<file path="src/hw/spc_pkg.sv">
`default_nettype none
package spc_pkg;

  // -----------------------------------------------------------------
  // register map
  // -----------------------------------------------------------------
  localparam int unsigned DATA_W        = 32;
  localparam int unsigned CMD_W         = 16;
  localparam logic [15:0] CMD_OFF       = 16'h0004;

  // command field positions
  localparam int unsigned CMD_IO_BIT    = 0;
  localparam int unsigned CMD_MEM_BIT   = 1;
  localparam int unsigned CMD_BME_BIT   = 2;
  localparam int unsigned CMD_PER_BIT   = 6;
  localparam int unsigned CMD_SERR_BIT  = 8;
  localparam int unsigned CMD_INTD_BIT  = 10;

  // writable bits: 0,1,2,6,8,10; everything else reads zero
  localparam logic [15:0] CMD_WMASK     = 16'h0547;
  localparam logic [15:0] CMD_RST       = 16'h0000;

  // status flags in the upper half of the same word
  localparam int unsigned STS_MDPE_BIT  = 24;
  localparam int unsigned STS_SSE_BIT   = 30;
  localparam int unsigned STS_LANE      = 3;

  // -----------------------------------------------------------------
  // state types
  // -----------------------------------------------------------------
  typedef struct packed {
    logic [15:0] cmd;
    logic        sts_mdpe;
    logic        sts_sse;
    logic        pready;
    logic        pslverr;
    logic [31:0] prdata;
    logic        err_fatal;
    logic        err_nonfatal;
    logic        parity_handle;
    logic        intx_own;
    logic        intx_fwd;
  } spc_state_type;

  localparam spc_state_type ST_RST = '{cmd: CMD_RST, default: '0};

  typedef struct packed {
    logic pri_io_ack;
    logic pri_mem_ack;
    logic up_fwd;
    logic ur_cpl;
    logic up_own;
  } spc_gate_type;

  localparam spc_gate_type GATE_RST = '0;

endpackage
`default_nettype wire

</file>
<file path="src/hw/spc_req_gate.sv">
`timescale 1ns/100ps
`default_nettype none
module spc_req_gate (
  input  wire logic i_mclk,
  input  wire logic i_rstn,
  input  wire logic i_io_en,
  input  wire logic i_mem_en,
  input  wire logic i_bme,
  input  wire logic i_pri_io_req,
  input  wire logic i_pri_mem_req,
  input  wire logic i_dn_req,
  input  wire logic i_dn_np,
  input  wire logic i_own_req,
  output logic      o_pri_io_ack,
  output logic      o_pri_mem_ack,
  output logic      o_up_fwd,
  output logic      o_ur_cpl,
  output logic      o_up_own
);
  import spc_pkg::*;

  spc_gate_type g_r;
  spc_gate_type g_nxt;

  // -----------------------------------------------------------------
  // request gating
  // -----------------------------------------------------------------
  always_comb begin
    g_nxt             = GATE_RST;
    g_nxt.pri_io_ack  = i_pri_io_req & i_io_en;
    g_nxt.pri_mem_ack = i_pri_mem_req & i_mem_en;
    g_nxt.up_own      = i_own_req & i_bme;
    g_nxt.up_fwd      = i_dn_req & i_bme;
    g_nxt.ur_cpl      = i_dn_req & i_dn_np & ~i_bme;
  end

  always_ff @(posedge i_mclk or negedge i_rstn) begin
    if (!i_rstn) begin
      g_r <= GATE_RST;
    end else begin
      g_r <= g_nxt;
    end
  end

  assign o_pri_io_ack  = g_r.pri_io_ack;
  assign o_pri_mem_ack = g_r.pri_mem_ack;
  assign o_up_fwd      = g_r.up_fwd;
  assign o_ur_cpl      = g_r.ur_cpl;
  assign o_up_own      = g_r.up_own;

  // -----------------------------------------------------------------
  // checks
  // -----------------------------------------------------------------
  a_io_gate_resp: assert property (@(posedge i_mclk) disable iff (!i_rstn)
    i_pri_io_req |=> (o_pri_io_ack == $past(i_io_en)))
    else $error("io request answer does not follow io enable");
  a_mem_gate_resp: assert property (@(posedge i_mclk) disable iff (!i_rstn)
    i_pri_mem_req |=> (o_pri_mem_ack == $past(i_mem_en)))
    else $error("memory request answer does not follow memory enable");
  a_own_req_block: assert property (@(posedge i_mclk) disable iff (!i_rstn)
    o_up_own |-> $past(i_bme) && $past(i_own_req))
    else $error("upstream request issued with bus master off");
  a_ur_on_np: assert property (@(posedge i_mclk) disable iff (!i_rstn)
    (i_dn_req && !i_bme) |=> !o_up_fwd && (o_ur_cpl == $past(i_dn_np)))
    else $error("downstream request not treated as unsupported");
  a_fwd_upstream: assert property (@(posedge i_mclk) disable iff (!i_rstn)
    (i_dn_req && i_bme) |=> o_up_fwd && !o_ur_cpl)
    else $error("downstream request not forwarded");
  c_ur_cpl: cover property (@(posedge i_mclk) disable iff (!i_rstn) o_ur_cpl);
endmodule // spc_req_gate
`default_nettype wire

</file>
<file path="src/hw/spc_cmd_reg.sv">
// Implementation choice: the APB interface to the registers.
`timescale 1ns/100ps
`default_nettype none
module spc_cmd_reg #(
  parameter int unsigned ADDR_W = 12
) (
  input  wire logic              i_mclk,
  input  wire logic              i_rstn,
  // apb slave
  input  wire logic              i_psel,
  input  wire logic              i_penable,
  input  wire logic              i_pwrite,
  input  wire logic [ADDR_W-1:0] i_paddr,
  input  wire logic [31:0]       i_pwdata,
  input  wire logic [3:0]        i_pstrb,
  output logic [31:0]            o_prdata,
  output logic                   o_pready,
  output logic                   o_pslverr,
  // request path
  input  wire logic              i_pri_io_req,
  input  wire logic              i_pri_mem_req,
  input  wire logic              i_dn_req,
  input  wire logic              i_dn_np,
  input  wire logic              i_own_req,
  output logic                   o_pri_io_ack,
  output logic                   o_pri_mem_ack,
  output logic                   o_up_fwd,
  output logic                   o_ur_cpl,
  output logic                   o_up_own,
  // errors
  input  wire logic              i_parity_err,
  input  wire logic              i_pri_mdpe,
  input  wire logic              i_err_fatal,
  input  wire logic              i_err_nonfatal,
  output logic                   o_parity_handle,
  output logic                   o_err_fatal_msg,
  output logic                   o_err_nonfatal_msg,
  // legacy interrupts
  input  wire logic              i_intx_own,
  input  wire logic              i_intx_dn,
  output logic                   o_intx_own,
  output logic                   o_intx_fwd,
  // enable levels for the datapath
  output logic                   o_io_en,
  output logic                   o_mem_en,
  output logic                   o_bme,
  output logic                   o_per_en,
  output logic                   o_serr_en,
  output logic                   o_intx_dis
);
  import spc_pkg::*;

  spc_state_type st_r;
  spc_state_type st_nxt;
  logic          setup;
  logic          acc_wr;
  logic [31:0]   rd_word;

  // -----------------------------------------------------------------
  // address decode
  // -----------------------------------------------------------------
  function automatic logic cmd_hit(input logic [ADDR_W-1:0] a);
    return a[ADDR_W-1:2] == CMD_OFF[ADDR_W-1:2];
  endfunction

  // -----------------------------------------------------------------
  // next state
  // -----------------------------------------------------------------
  always_comb begin
    st_nxt = st_r;
    setup  = i_psel & ~i_penable;
    acc_wr = i_psel & i_penable & st_r.pready & i_pwrite & cmd_hit(i_paddr);
    rd_word = {16'h0000, st_r.cmd & CMD_WMASK};
    rd_word[STS_MDPE_BIT] = st_r.sts_mdpe;
    rd_word[STS_SSE_BIT]  = st_r.sts_sse;

    // one wait-free access phase: pready rises the cycle after setup
    st_nxt.pready  = setup;
    st_nxt.pslverr = setup & ~cmd_hit(i_paddr);
    st_nxt.prdata  = (setup & ~i_pwrite & cmd_hit(i_paddr)) ? rd_word : 32'h0000_0000;

    if (acc_wr) begin
      if (i_pstrb[0]) begin
        st_nxt.cmd[7:0] = i_pwdata[7:0] & CMD_WMASK[7:0];
      end
      if (i_pstrb[1]) begin
        st_nxt.cmd[15:8] = i_pwdata[15:8] & CMD_WMASK[15:8];
      end
      if (i_pstrb[STS_LANE] && i_pwdata[STS_MDPE_BIT]) begin
        st_nxt.sts_mdpe = 1'b0;
      end
      if (i_pstrb[STS_LANE] && i_pwdata[STS_SSE_BIT]) begin
        st_nxt.sts_sse = 1'b0;
      end
    end

    // error messages and parity handling
    st_nxt.err_fatal     = i_err_fatal & st_r.cmd[CMD_SERR_BIT];
    st_nxt.err_nonfatal  = i_err_nonfatal & st_r.cmd[CMD_SERR_BIT];
    st_nxt.parity_handle = i_parity_err & st_r.cmd[CMD_PER_BIT];

    // set wins over a same-cycle clear
    if (st_nxt.err_fatal || st_nxt.err_nonfatal) begin
      st_nxt.sts_sse = 1'b1;
    end
    if (i_pri_mdpe && st_r.cmd[CMD_PER_BIT]) begin
      st_nxt.sts_mdpe = 1'b1;
    end

    st_nxt.intx_own = i_intx_own & ~st_r.cmd[CMD_INTD_BIT];
    st_nxt.intx_fwd = i_intx_dn;
  end

  always_ff @(posedge i_mclk or negedge i_rstn) begin
    if (!i_rstn) begin
      st_r <= ST_RST;
    end else begin
      st_r <= st_nxt;
    end
  end

  // -----------------------------------------------------------------
  // request gating
  // -----------------------------------------------------------------
  spc_req_gate u_gate (
    .i_mclk        (i_mclk),
    .i_rstn        (i_rstn),
    .i_io_en       (st_r.cmd[CMD_IO_BIT]),
    .i_mem_en      (st_r.cmd[CMD_MEM_BIT]),
    .i_bme         (st_r.cmd[CMD_BME_BIT]),
    .i_pri_io_req  (i_pri_io_req),
    .i_pri_mem_req (i_pri_mem_req),
    .i_dn_req      (i_dn_req),
    .i_dn_np       (i_dn_np),
    .i_own_req     (i_own_req),
    .o_pri_io_ack  (o_pri_io_ack),
    .o_pri_mem_ack (o_pri_mem_ack),
    .o_up_fwd      (o_up_fwd),
    .o_ur_cpl      (o_ur_cpl),
    .o_up_own      (o_up_own)
  );

  // -----------------------------------------------------------------
  // outputs
  // -----------------------------------------------------------------
  assign o_prdata           = st_r.prdata;
  assign o_pready           = st_r.pready;
  assign o_pslverr          = st_r.pslverr;
  assign o_parity_handle    = st_r.parity_handle;
  assign o_err_fatal_msg    = st_r.err_fatal;
  assign o_err_nonfatal_msg = st_r.err_nonfatal;
  assign o_intx_own         = st_r.intx_own;
  assign o_intx_fwd         = st_r.intx_fwd;
  assign o_io_en            = st_r.cmd[CMD_IO_BIT];
  assign o_mem_en           = st_r.cmd[CMD_MEM_BIT];
  assign o_bme              = st_r.cmd[CMD_BME_BIT];
  assign o_per_en           = st_r.cmd[CMD_PER_BIT];
  assign o_serr_en          = st_r.cmd[CMD_SERR_BIT];
  assign o_intx_dis         = st_r.cmd[CMD_INTD_BIT];

  // -----------------------------------------------------------------
  // checks
  // -----------------------------------------------------------------
  a_legacy_zero: assert property (@(posedge i_mclk) disable iff (!i_rstn)
    o_pready && o_prdata != 32'h0000_0000 |-> o_prdata[9] == 1'b0 && o_prdata[7] == 1'b0
      && o_prdata[5:3] == 3'h0)
    else $error("legacy command bit reads nonzero");

  a_rsvd_zero: assert property (@(posedge i_mclk) disable iff (!i_rstn)
    (st_r.cmd & ~CMD_WMASK) == 16'h0000 && o_prdata[15:11] == 5'h00)
    else $error("reserved command bits nonzero");

  a_cmd_write: assert property (@(posedge i_mclk) disable iff (!i_rstn)
    (i_psel && i_penable && o_pready && i_pwrite && cmd_hit(i_paddr) && i_pstrb[0])
      |=> st_r.cmd[7:0] == ($past(i_pwdata[7:0]) & CMD_WMASK[7:0]))
    else $error("command low byte not written");

  a_apb_answer: assert property (@(posedge i_mclk) disable iff (!i_rstn)
    (i_psel && !i_penable) |=> o_pready ##1 !o_pready)
    else $error("apb access phase not one cycle");

  a_parity_gate: assert property (@(posedge i_mclk) disable iff (!i_rstn)
    i_parity_err |=> (o_parity_handle == $past(st_r.cmd[CMD_PER_BIT])))
    else $error("parity handling does not follow parity response");

  a_err_gate: assert property (@(posedge i_mclk) disable iff (!i_rstn)
    (o_err_fatal_msg || o_err_nonfatal_msg) |-> $past(st_r.cmd[CMD_SERR_BIT]))
    else $error("error message sent while reporting disabled");

  a_err_pass: assert property (@(posedge i_mclk) disable iff (!i_rstn)
    (i_err_fatal && st_r.cmd[CMD_SERR_BIT]) |=> o_err_fatal_msg)
    else $error("fatal error not reported while enabled");

  a_intx_own: assert property (@(posedge i_mclk) disable iff (!i_rstn)
    i_intx_own |=> (o_intx_own == !$past(st_r.cmd[CMD_INTD_BIT])))
    else $error("own INTx does not follow interrupt disable");

  a_intx_forward: assert property (@(posedge i_mclk) disable iff (!i_rstn)
    i_intx_dn && st_r.cmd[CMD_INTD_BIT] |=> o_intx_fwd)
    else $error("downstream INTx blocked by interrupt disable");

  a_sse_cause: assert property (@(posedge i_mclk) disable iff (!i_rstn)
    $rose(st_r.sts_sse) |-> (o_err_fatal_msg || o_err_nonfatal_msg))
    else $error("system error flag set without a sent message");

  a_sse_clear: assert property (@(posedge i_mclk) disable iff (!i_rstn)
    (i_psel && i_penable && o_pready && i_pwrite && cmd_hit(i_paddr) && i_pstrb[STS_LANE]
      && i_pwdata[STS_SSE_BIT] && !i_err_fatal && !i_err_nonfatal) |=> !st_r.sts_sse)
    else $error("system error flag not cleared by write of one");

  a_mdpe_gate: assert property (@(posedge i_mclk) disable iff (!i_rstn)
    !st_r.cmd[CMD_PER_BIT] && !st_r.sts_mdpe |=> !st_r.sts_mdpe)
    else $error("parity status set while parity response off");

  a_bme_upstream: assert property (@(posedge i_mclk) disable iff (!i_rstn)
    !st_r.cmd[CMD_BME_BIT] [*2] |-> !o_up_own && !o_up_fwd)
    else $error("upstream traffic with bus master off");

  a_cmd_hold: assert property (@(posedge i_mclk) disable iff (!i_rstn)
    !acc_wr |=> $stable(st_r.cmd))
    else $error("command changed without a write");

  a_lane_keep: assert property (@(posedge i_mclk) disable iff (!i_rstn)
    acc_wr && !i_pstrb[0] && !i_pstrb[1] |=> $stable(st_r.cmd))
    else $error("command changed by a status lane write");

  a_cmd_high: assert property (@(posedge i_mclk) disable iff (!i_rstn)
    acc_wr && i_pstrb[1] |=> st_r.cmd[15:8] == ($past(i_pwdata[15:8]) & CMD_WMASK[15:8]))
    else $error("command high byte not written");

  a_read_back: assert property (@(posedge i_mclk) disable iff (!i_rstn)
    setup && !i_pwrite && cmd_hit(i_paddr) |=> o_prdata[15:0] == $past(st_r.cmd) && !o_pslverr)
    else $error("command read data wrong");

  a_read_status: assert property (@(posedge i_mclk) disable iff (!i_rstn)
    setup && !i_pwrite && cmd_hit(i_paddr) |=> o_prdata[STS_SSE_BIT] == $past(st_r.sts_sse)
      && o_prdata[STS_MDPE_BIT] == $past(st_r.sts_mdpe))
    else $error("status read data wrong");

  a_unmapped_refuse: assert property (@(posedge i_mclk) disable iff (!i_rstn)
    setup && !cmd_hit(i_paddr) |=> o_pslverr && o_prdata == 32'h0000_0000)
    else $error("unmapped access not refused");

  a_idle_ready: assert property (@(posedge i_mclk) disable iff (!i_rstn)
    !setup |=> !o_pready && !o_pslverr)
    else $error("apb answer without a setup cycle");

  a_nonfatal_pass: assert property (@(posedge i_mclk) disable iff (!i_rstn)
    (i_err_nonfatal && st_r.cmd[CMD_SERR_BIT]) |=> o_err_nonfatal_msg)
    else $error("nonfatal error not reported while enabled");

  a_serr_block: assert property (@(posedge i_mclk) disable iff (!i_rstn)
    !st_r.cmd[CMD_SERR_BIT] |=> !o_err_fatal_msg && !o_err_nonfatal_msg)
    else $error("error message sent with reporting off");

  a_parity_off: assert property (@(posedge i_mclk) disable iff (!i_rstn)
    !st_r.cmd[CMD_PER_BIT] |=> !o_parity_handle)
    else $error("parity handling with parity response off");

  a_sse_gate: assert property (@(posedge i_mclk) disable iff (!i_rstn)
    !st_r.cmd[CMD_SERR_BIT] && !st_r.sts_sse |=> !st_r.sts_sse)
    else $error("system error flag set with reporting off");

  a_sse_set: assert property (@(posedge i_mclk) disable iff (!i_rstn)
    (i_err_fatal || i_err_nonfatal) && st_r.cmd[CMD_SERR_BIT] |=> st_r.sts_sse)
    else $error("system error flag not set by a sent message");

  a_sse_hold: assert property (@(posedge i_mclk) disable iff (!i_rstn)
    st_r.sts_sse && !(acc_wr && i_pstrb[STS_LANE] && i_pwdata[STS_SSE_BIT]) |=> st_r.sts_sse)
    else $error("system error flag lost without a clear");

  a_mdpe_set: assert property (@(posedge i_mclk) disable iff (!i_rstn)
    i_pri_mdpe && st_r.cmd[CMD_PER_BIT] |=> st_r.sts_mdpe)
    else $error("parity status not set while response on");

  a_mdpe_clear: assert property (@(posedge i_mclk) disable iff (!i_rstn)
    acc_wr && i_pstrb[STS_LANE] && i_pwdata[STS_MDPE_BIT] && !i_pri_mdpe |=> !st_r.sts_mdpe)
    else $error("parity status not cleared by write of one");

  a_mdpe_hold: assert property (@(posedge i_mclk) disable iff (!i_rstn)
    st_r.sts_mdpe && !(acc_wr && i_pstrb[STS_LANE] && i_pwdata[STS_MDPE_BIT]) |=> st_r.sts_mdpe)
    else $error("parity status lost without a clear");

  a_intx_block: assert property (@(posedge i_mclk) disable iff (!i_rstn)
    st_r.cmd[CMD_INTD_BIT] |=> !o_intx_own)
    else $error("own INTx sent while interrupts disabled");

  a_intx_follow: assert property (@(posedge i_mclk) disable iff (!i_rstn)
    1'b1 |=> o_intx_fwd == $past(i_intx_dn))
    else $error("downstream INTx not forwarded as received");

  c_bme_set: cover property (@(posedge i_mclk) disable iff (!i_rstn) $rose(st_r.cmd[CMD_BME_BIT]));
  c_sse_set: cover property (@(posedge i_mclk) disable iff (!i_rstn) $rose(st_r.sts_sse));
  c_mdpe_set: cover property (@(posedge i_mclk) disable iff (!i_rstn) $rose(st_r.sts_mdpe));
  c_slverr: cover property (@(posedge i_mclk) disable iff (!i_rstn) o_pslverr);
endmodule // spc_cmd_reg
`default_nettype wire

</file>
<file path="config.mk">
export PLATFORM = sky130hd
export DESIGN_NAME = spc_cmd_reg
export DESIGN_NICKNAME = d
export VERILOG_FILES = /design/src/hw/spc_pkg.sv /design/src/hw/spc_req_gate.sv /design/src/hw/spc_cmd_reg.sv
export SDC_FILE = /design/constraint.sdc
export NUM_CORES = 1
export LEC_CHECK = 0
export BUFFER_PORTS_ARGS = -buffer_cell sky130_fd_sc_hd__buf_4
export CAP_MARGIN = 20
export CELL_PAD_IN_SITES_DETAIL_PLACEMENT = 1
export CELL_PAD_IN_SITES_GLOBAL_PLACEMENT = 1
export CORE_ASPECT_RATIO = 0.5
export CORE_MARGIN = 4
export CORE_UTILIZATION = 28
export DETAILED_ROUTE_END_ITERATION = 7
export MAX_ROUTING_LAYER = met4
export PLACE_DENSITY_LB_ADDON = 0.1
export SYNTH_ARGS = -nofsm -noshare
export SYNTH_HDL_FRONTEND = slang
export SYNTH_SLANG_ARGS = --single-unit
</file>
<file path="constraint.sdc">
create_clock -name i_mclk -period 4 [get_ports i_mclk]
set_input_delay 0.4 -clock i_mclk [delete_from_list [all_inputs] [get_ports i_mclk]]
set_output_delay 0.4 -clock i_mclk [all_outputs]
set_load 0.02 [all_outputs]
</file>
==> results.ini <==
[placement]
post-dp-hpwl_um = 2370
port_buffers = 62
place.gp.congestion = 0.690
placed_area_um2 = 1680

[synth]
synthSimpleGateAreaFrac_pct = 19.8
synth_cell_types = 21
ys_warn_count = 0
synth_top_cell_area_share_pct = 55.7
synth_area_um2 = 1260
synth_compound_area_share_pct = 3.18
syn_inst = 99
async_flop_share_pct = 100
synth_enable_flop_cells = 0
yosys-top-cells-count = 28 x dfrtp_1, 24 x buf_4, 15 x and2_1
synth-seq-area-share_pct = 55.7
synth_top_area_cell = dfrtp_1
synthAdderAreaFrac_pct = 0
synthTopCellsByArea = dfrtp_1 56%, buf_4 14%, and2_1 7.5%, mux2_2 5.4%, nor4_4 5.1%
syn_area_per_cell_um2 = 12.7
synthFlopType = dfrtp_1
ys_seq_elements = 28
synth_xor_area_share_pct = 0
yosys.cell_count.top_type = dfrtp_1
synth_mux_area_share_pct = 5.37
synth_top_family_by_area = simple AND/OR/NAND/NOR gates

[routing]
wire_per_inst_um = 13.8
ant_nets = 0
vias = 876
drt-initial-drc-count = 41
detail_route.vias_per_cell = 4.06
first_pass_iters = 3
drcViolationCount = 0
wirelength_um = 2970

[clocking]
cts_setup_buffers = 0
clkSinkCount = 28
cts_resized = 0
hold_buffers = 0
root_buffer = clkbuf_8
numCtsBuffers = 3
clockBufferDepth = 2
htreeDepth = 1
clkLatencyLatePin_ps = 270
path_clk_slew_ps = 100
cts_tree = done

[finish]
antenna_cells = 0
final_core_utilization_pct = 42.7
nets = 227
syn2layout_area_growth_pct = 39.3
drive_gt1_share_pct = 47.5
fillCellCount = 466
stdcell_area_um2 = 1750

[grt]
antenna_found_initial = 0
track_usage_pct = 10.8
overflow = 0
grt_pass1_wl_um = 4650
grt_pass1_vias = 898
grt_max_degree = 29

[floorplan]
rows = 16
die_h_um = 55.4
die_area_um2 = 5690
initial_core_util_pct = 30.6
core_area_um2 = 4100
io_pins = 114
fp.dieW_um = 103

[sta]
setup_viol = 0
min_period_over_period_pct = 49.0
rsz0062_at_grt = no
fmax_ghz = 0.510
hold_viol_final = 0
finClkSkew_ps = 3.66
fin_tns_setup_ps = 0
maxSlewViolCount = 0
layout_min_cycle_time_ps = 1960

[worst_setup_path]
cp.arrival_ps = 2130
worst-path-buf-inv = 1
cpPeakStageDelay_ps = 730
crit_required_ps = 4170
critPathCaptureType = register
crit_family = simple AND/OR/NAND/NOR gates
cp_max_fo = 6
cp_slowest_cell = or4_1
crit_chain = buf_4, or4_1, nor4_4, mux2_2
worstSetupPathType = in2reg
start_kind = input port

[pwr]
powerDensity_nw_per_um2 = 331
ir_drop_uv = 154
power_leakage_nw = 0.958

[min_path]
hold_class = in2async

[flow_run]
cap_violations = 0

[run_status]
run_status = completed

-- report_power, final --
| part | switching, mW | internal, mW | leakage, nW |
|---|---|---|---|
| registers | 0.000870 | 0.286 | 0.378 |
| logic | 0.0412 | 0.0287 | 0.544 |
| clock network | 0.0887 | 0.134 | 0.0357 |
-- layout by cell type, fill, tap and decap left out, drive strengths merged --
cell,netlist,routed
clkbuf,0,3
and2,15,15
nand4b,1,1
o31a,1,1
a22oi,1,1
nor4,3,3
bufinv,0,1
dfrtp,28,28
nand2b,1,1
nand3b,2,2
nand2,4,4
o41ai,2,2
nand4,1,1
conb,1,24
mux2,6,6
or4,2,2
or3b,1,1
o21ai,1,1
buf,26,62
nor2b,2,2
nor2,1,1
-- registers in the layout (all words and copies together), names as in the netlist --
register,count
o_prdata,8
rd_word,2
o_bme,1
o_err_fatal_msg,1
o_err_nonfatal_msg,1
o_intx_dis,1
o_intx_fwd,1
o_intx_own,1
o_io_en,1
o_mem_en,1
o_parity_handle,1
o_per_en,1
o_pready,1
o_pslverr,1
o_serr_en,1
u_gate.o_pri_io_ack,1
u_gate.o_pri_mem_ack,1
u_gate.o_up_fwd,1
u_gate.o_up_own,1
u_gate.o_ur_cpl,1
-- worst reg2reg max path: stages (launching register included) --
cell,delay (ps)
dfrtp_1,360
nand4_1,290
nor4_4,470
mux2_2,390
-- layer usage --
metal / track usage (%) / vias up / wire, µm
met5: - / - / 0
met4: 2.77 / 0 / 27
met3: 2.76 / 2 / 278
met2: 17.2 / 50 / 1450
met1: 13.9 / 409 / 1210
li1: - / 415 / -
-- per-stage QoR --
| step | hold WS (ps) | setup slack, ps | total power, mW | cells |
|---|---|---|---|---|
| after global placement | 344 | 1720 | 0.361 | 212 |
| final | 25.7 | 2040 | 0.579 | 216 |
| after floorplan | 104 | 2090 | 0.341 | 122 |
| after global routing | 50.6 | 1930 | 0.602 | 216 |
| after CTS | 39.3 | 2000 | 0.587 | 216 |
| after detailed placement | 345 | 1700 | 0.362 | 212 |
-- final timing paths --
check                                  startpoint                    end  slack (ps)  cells past startpoint
setup / recovery                       i_paddr[5]      o_bme$_DFFE_PN0P_        2040                      4
hold / removal                             i_rstn  o_serr_en$_DFFE_PN0P_          30                      1
setup reg to reg               o_pready$_DFF_PN0_      o_bme$_DFFE_PN0P_        2400                      3
hold reg to reg            o_intx_dis$_DFFE_PN0P_   o_intx_own$_DFF_PN0_         480                      1
max in group asynchronous                  i_rstn  o_prdata[6]$_DFF_PN0_        3710                      1
min in group i_mclk                     i_intx_dn   o_intx_fwd$_DFF_PN0_         220                      1
-- cells by family after synthesis --
kind of cell | after synthesis
compound gates | 5
other cells | 1
flops | 28
simple gates | 33
mux | 6
buf+inv | 26
-- layout make-up --
type	count	area [µm²]	area share [%]
sequential	28	701	40.0
tap	54	67.6	3.86
timing repair buffer	62	465	26.6
clock buffer	3	41.3	2.36
multi-input combinational	68	447	25.5
clock inverter	1	30.0	1.71
Power figures use the tool's default switching activity.
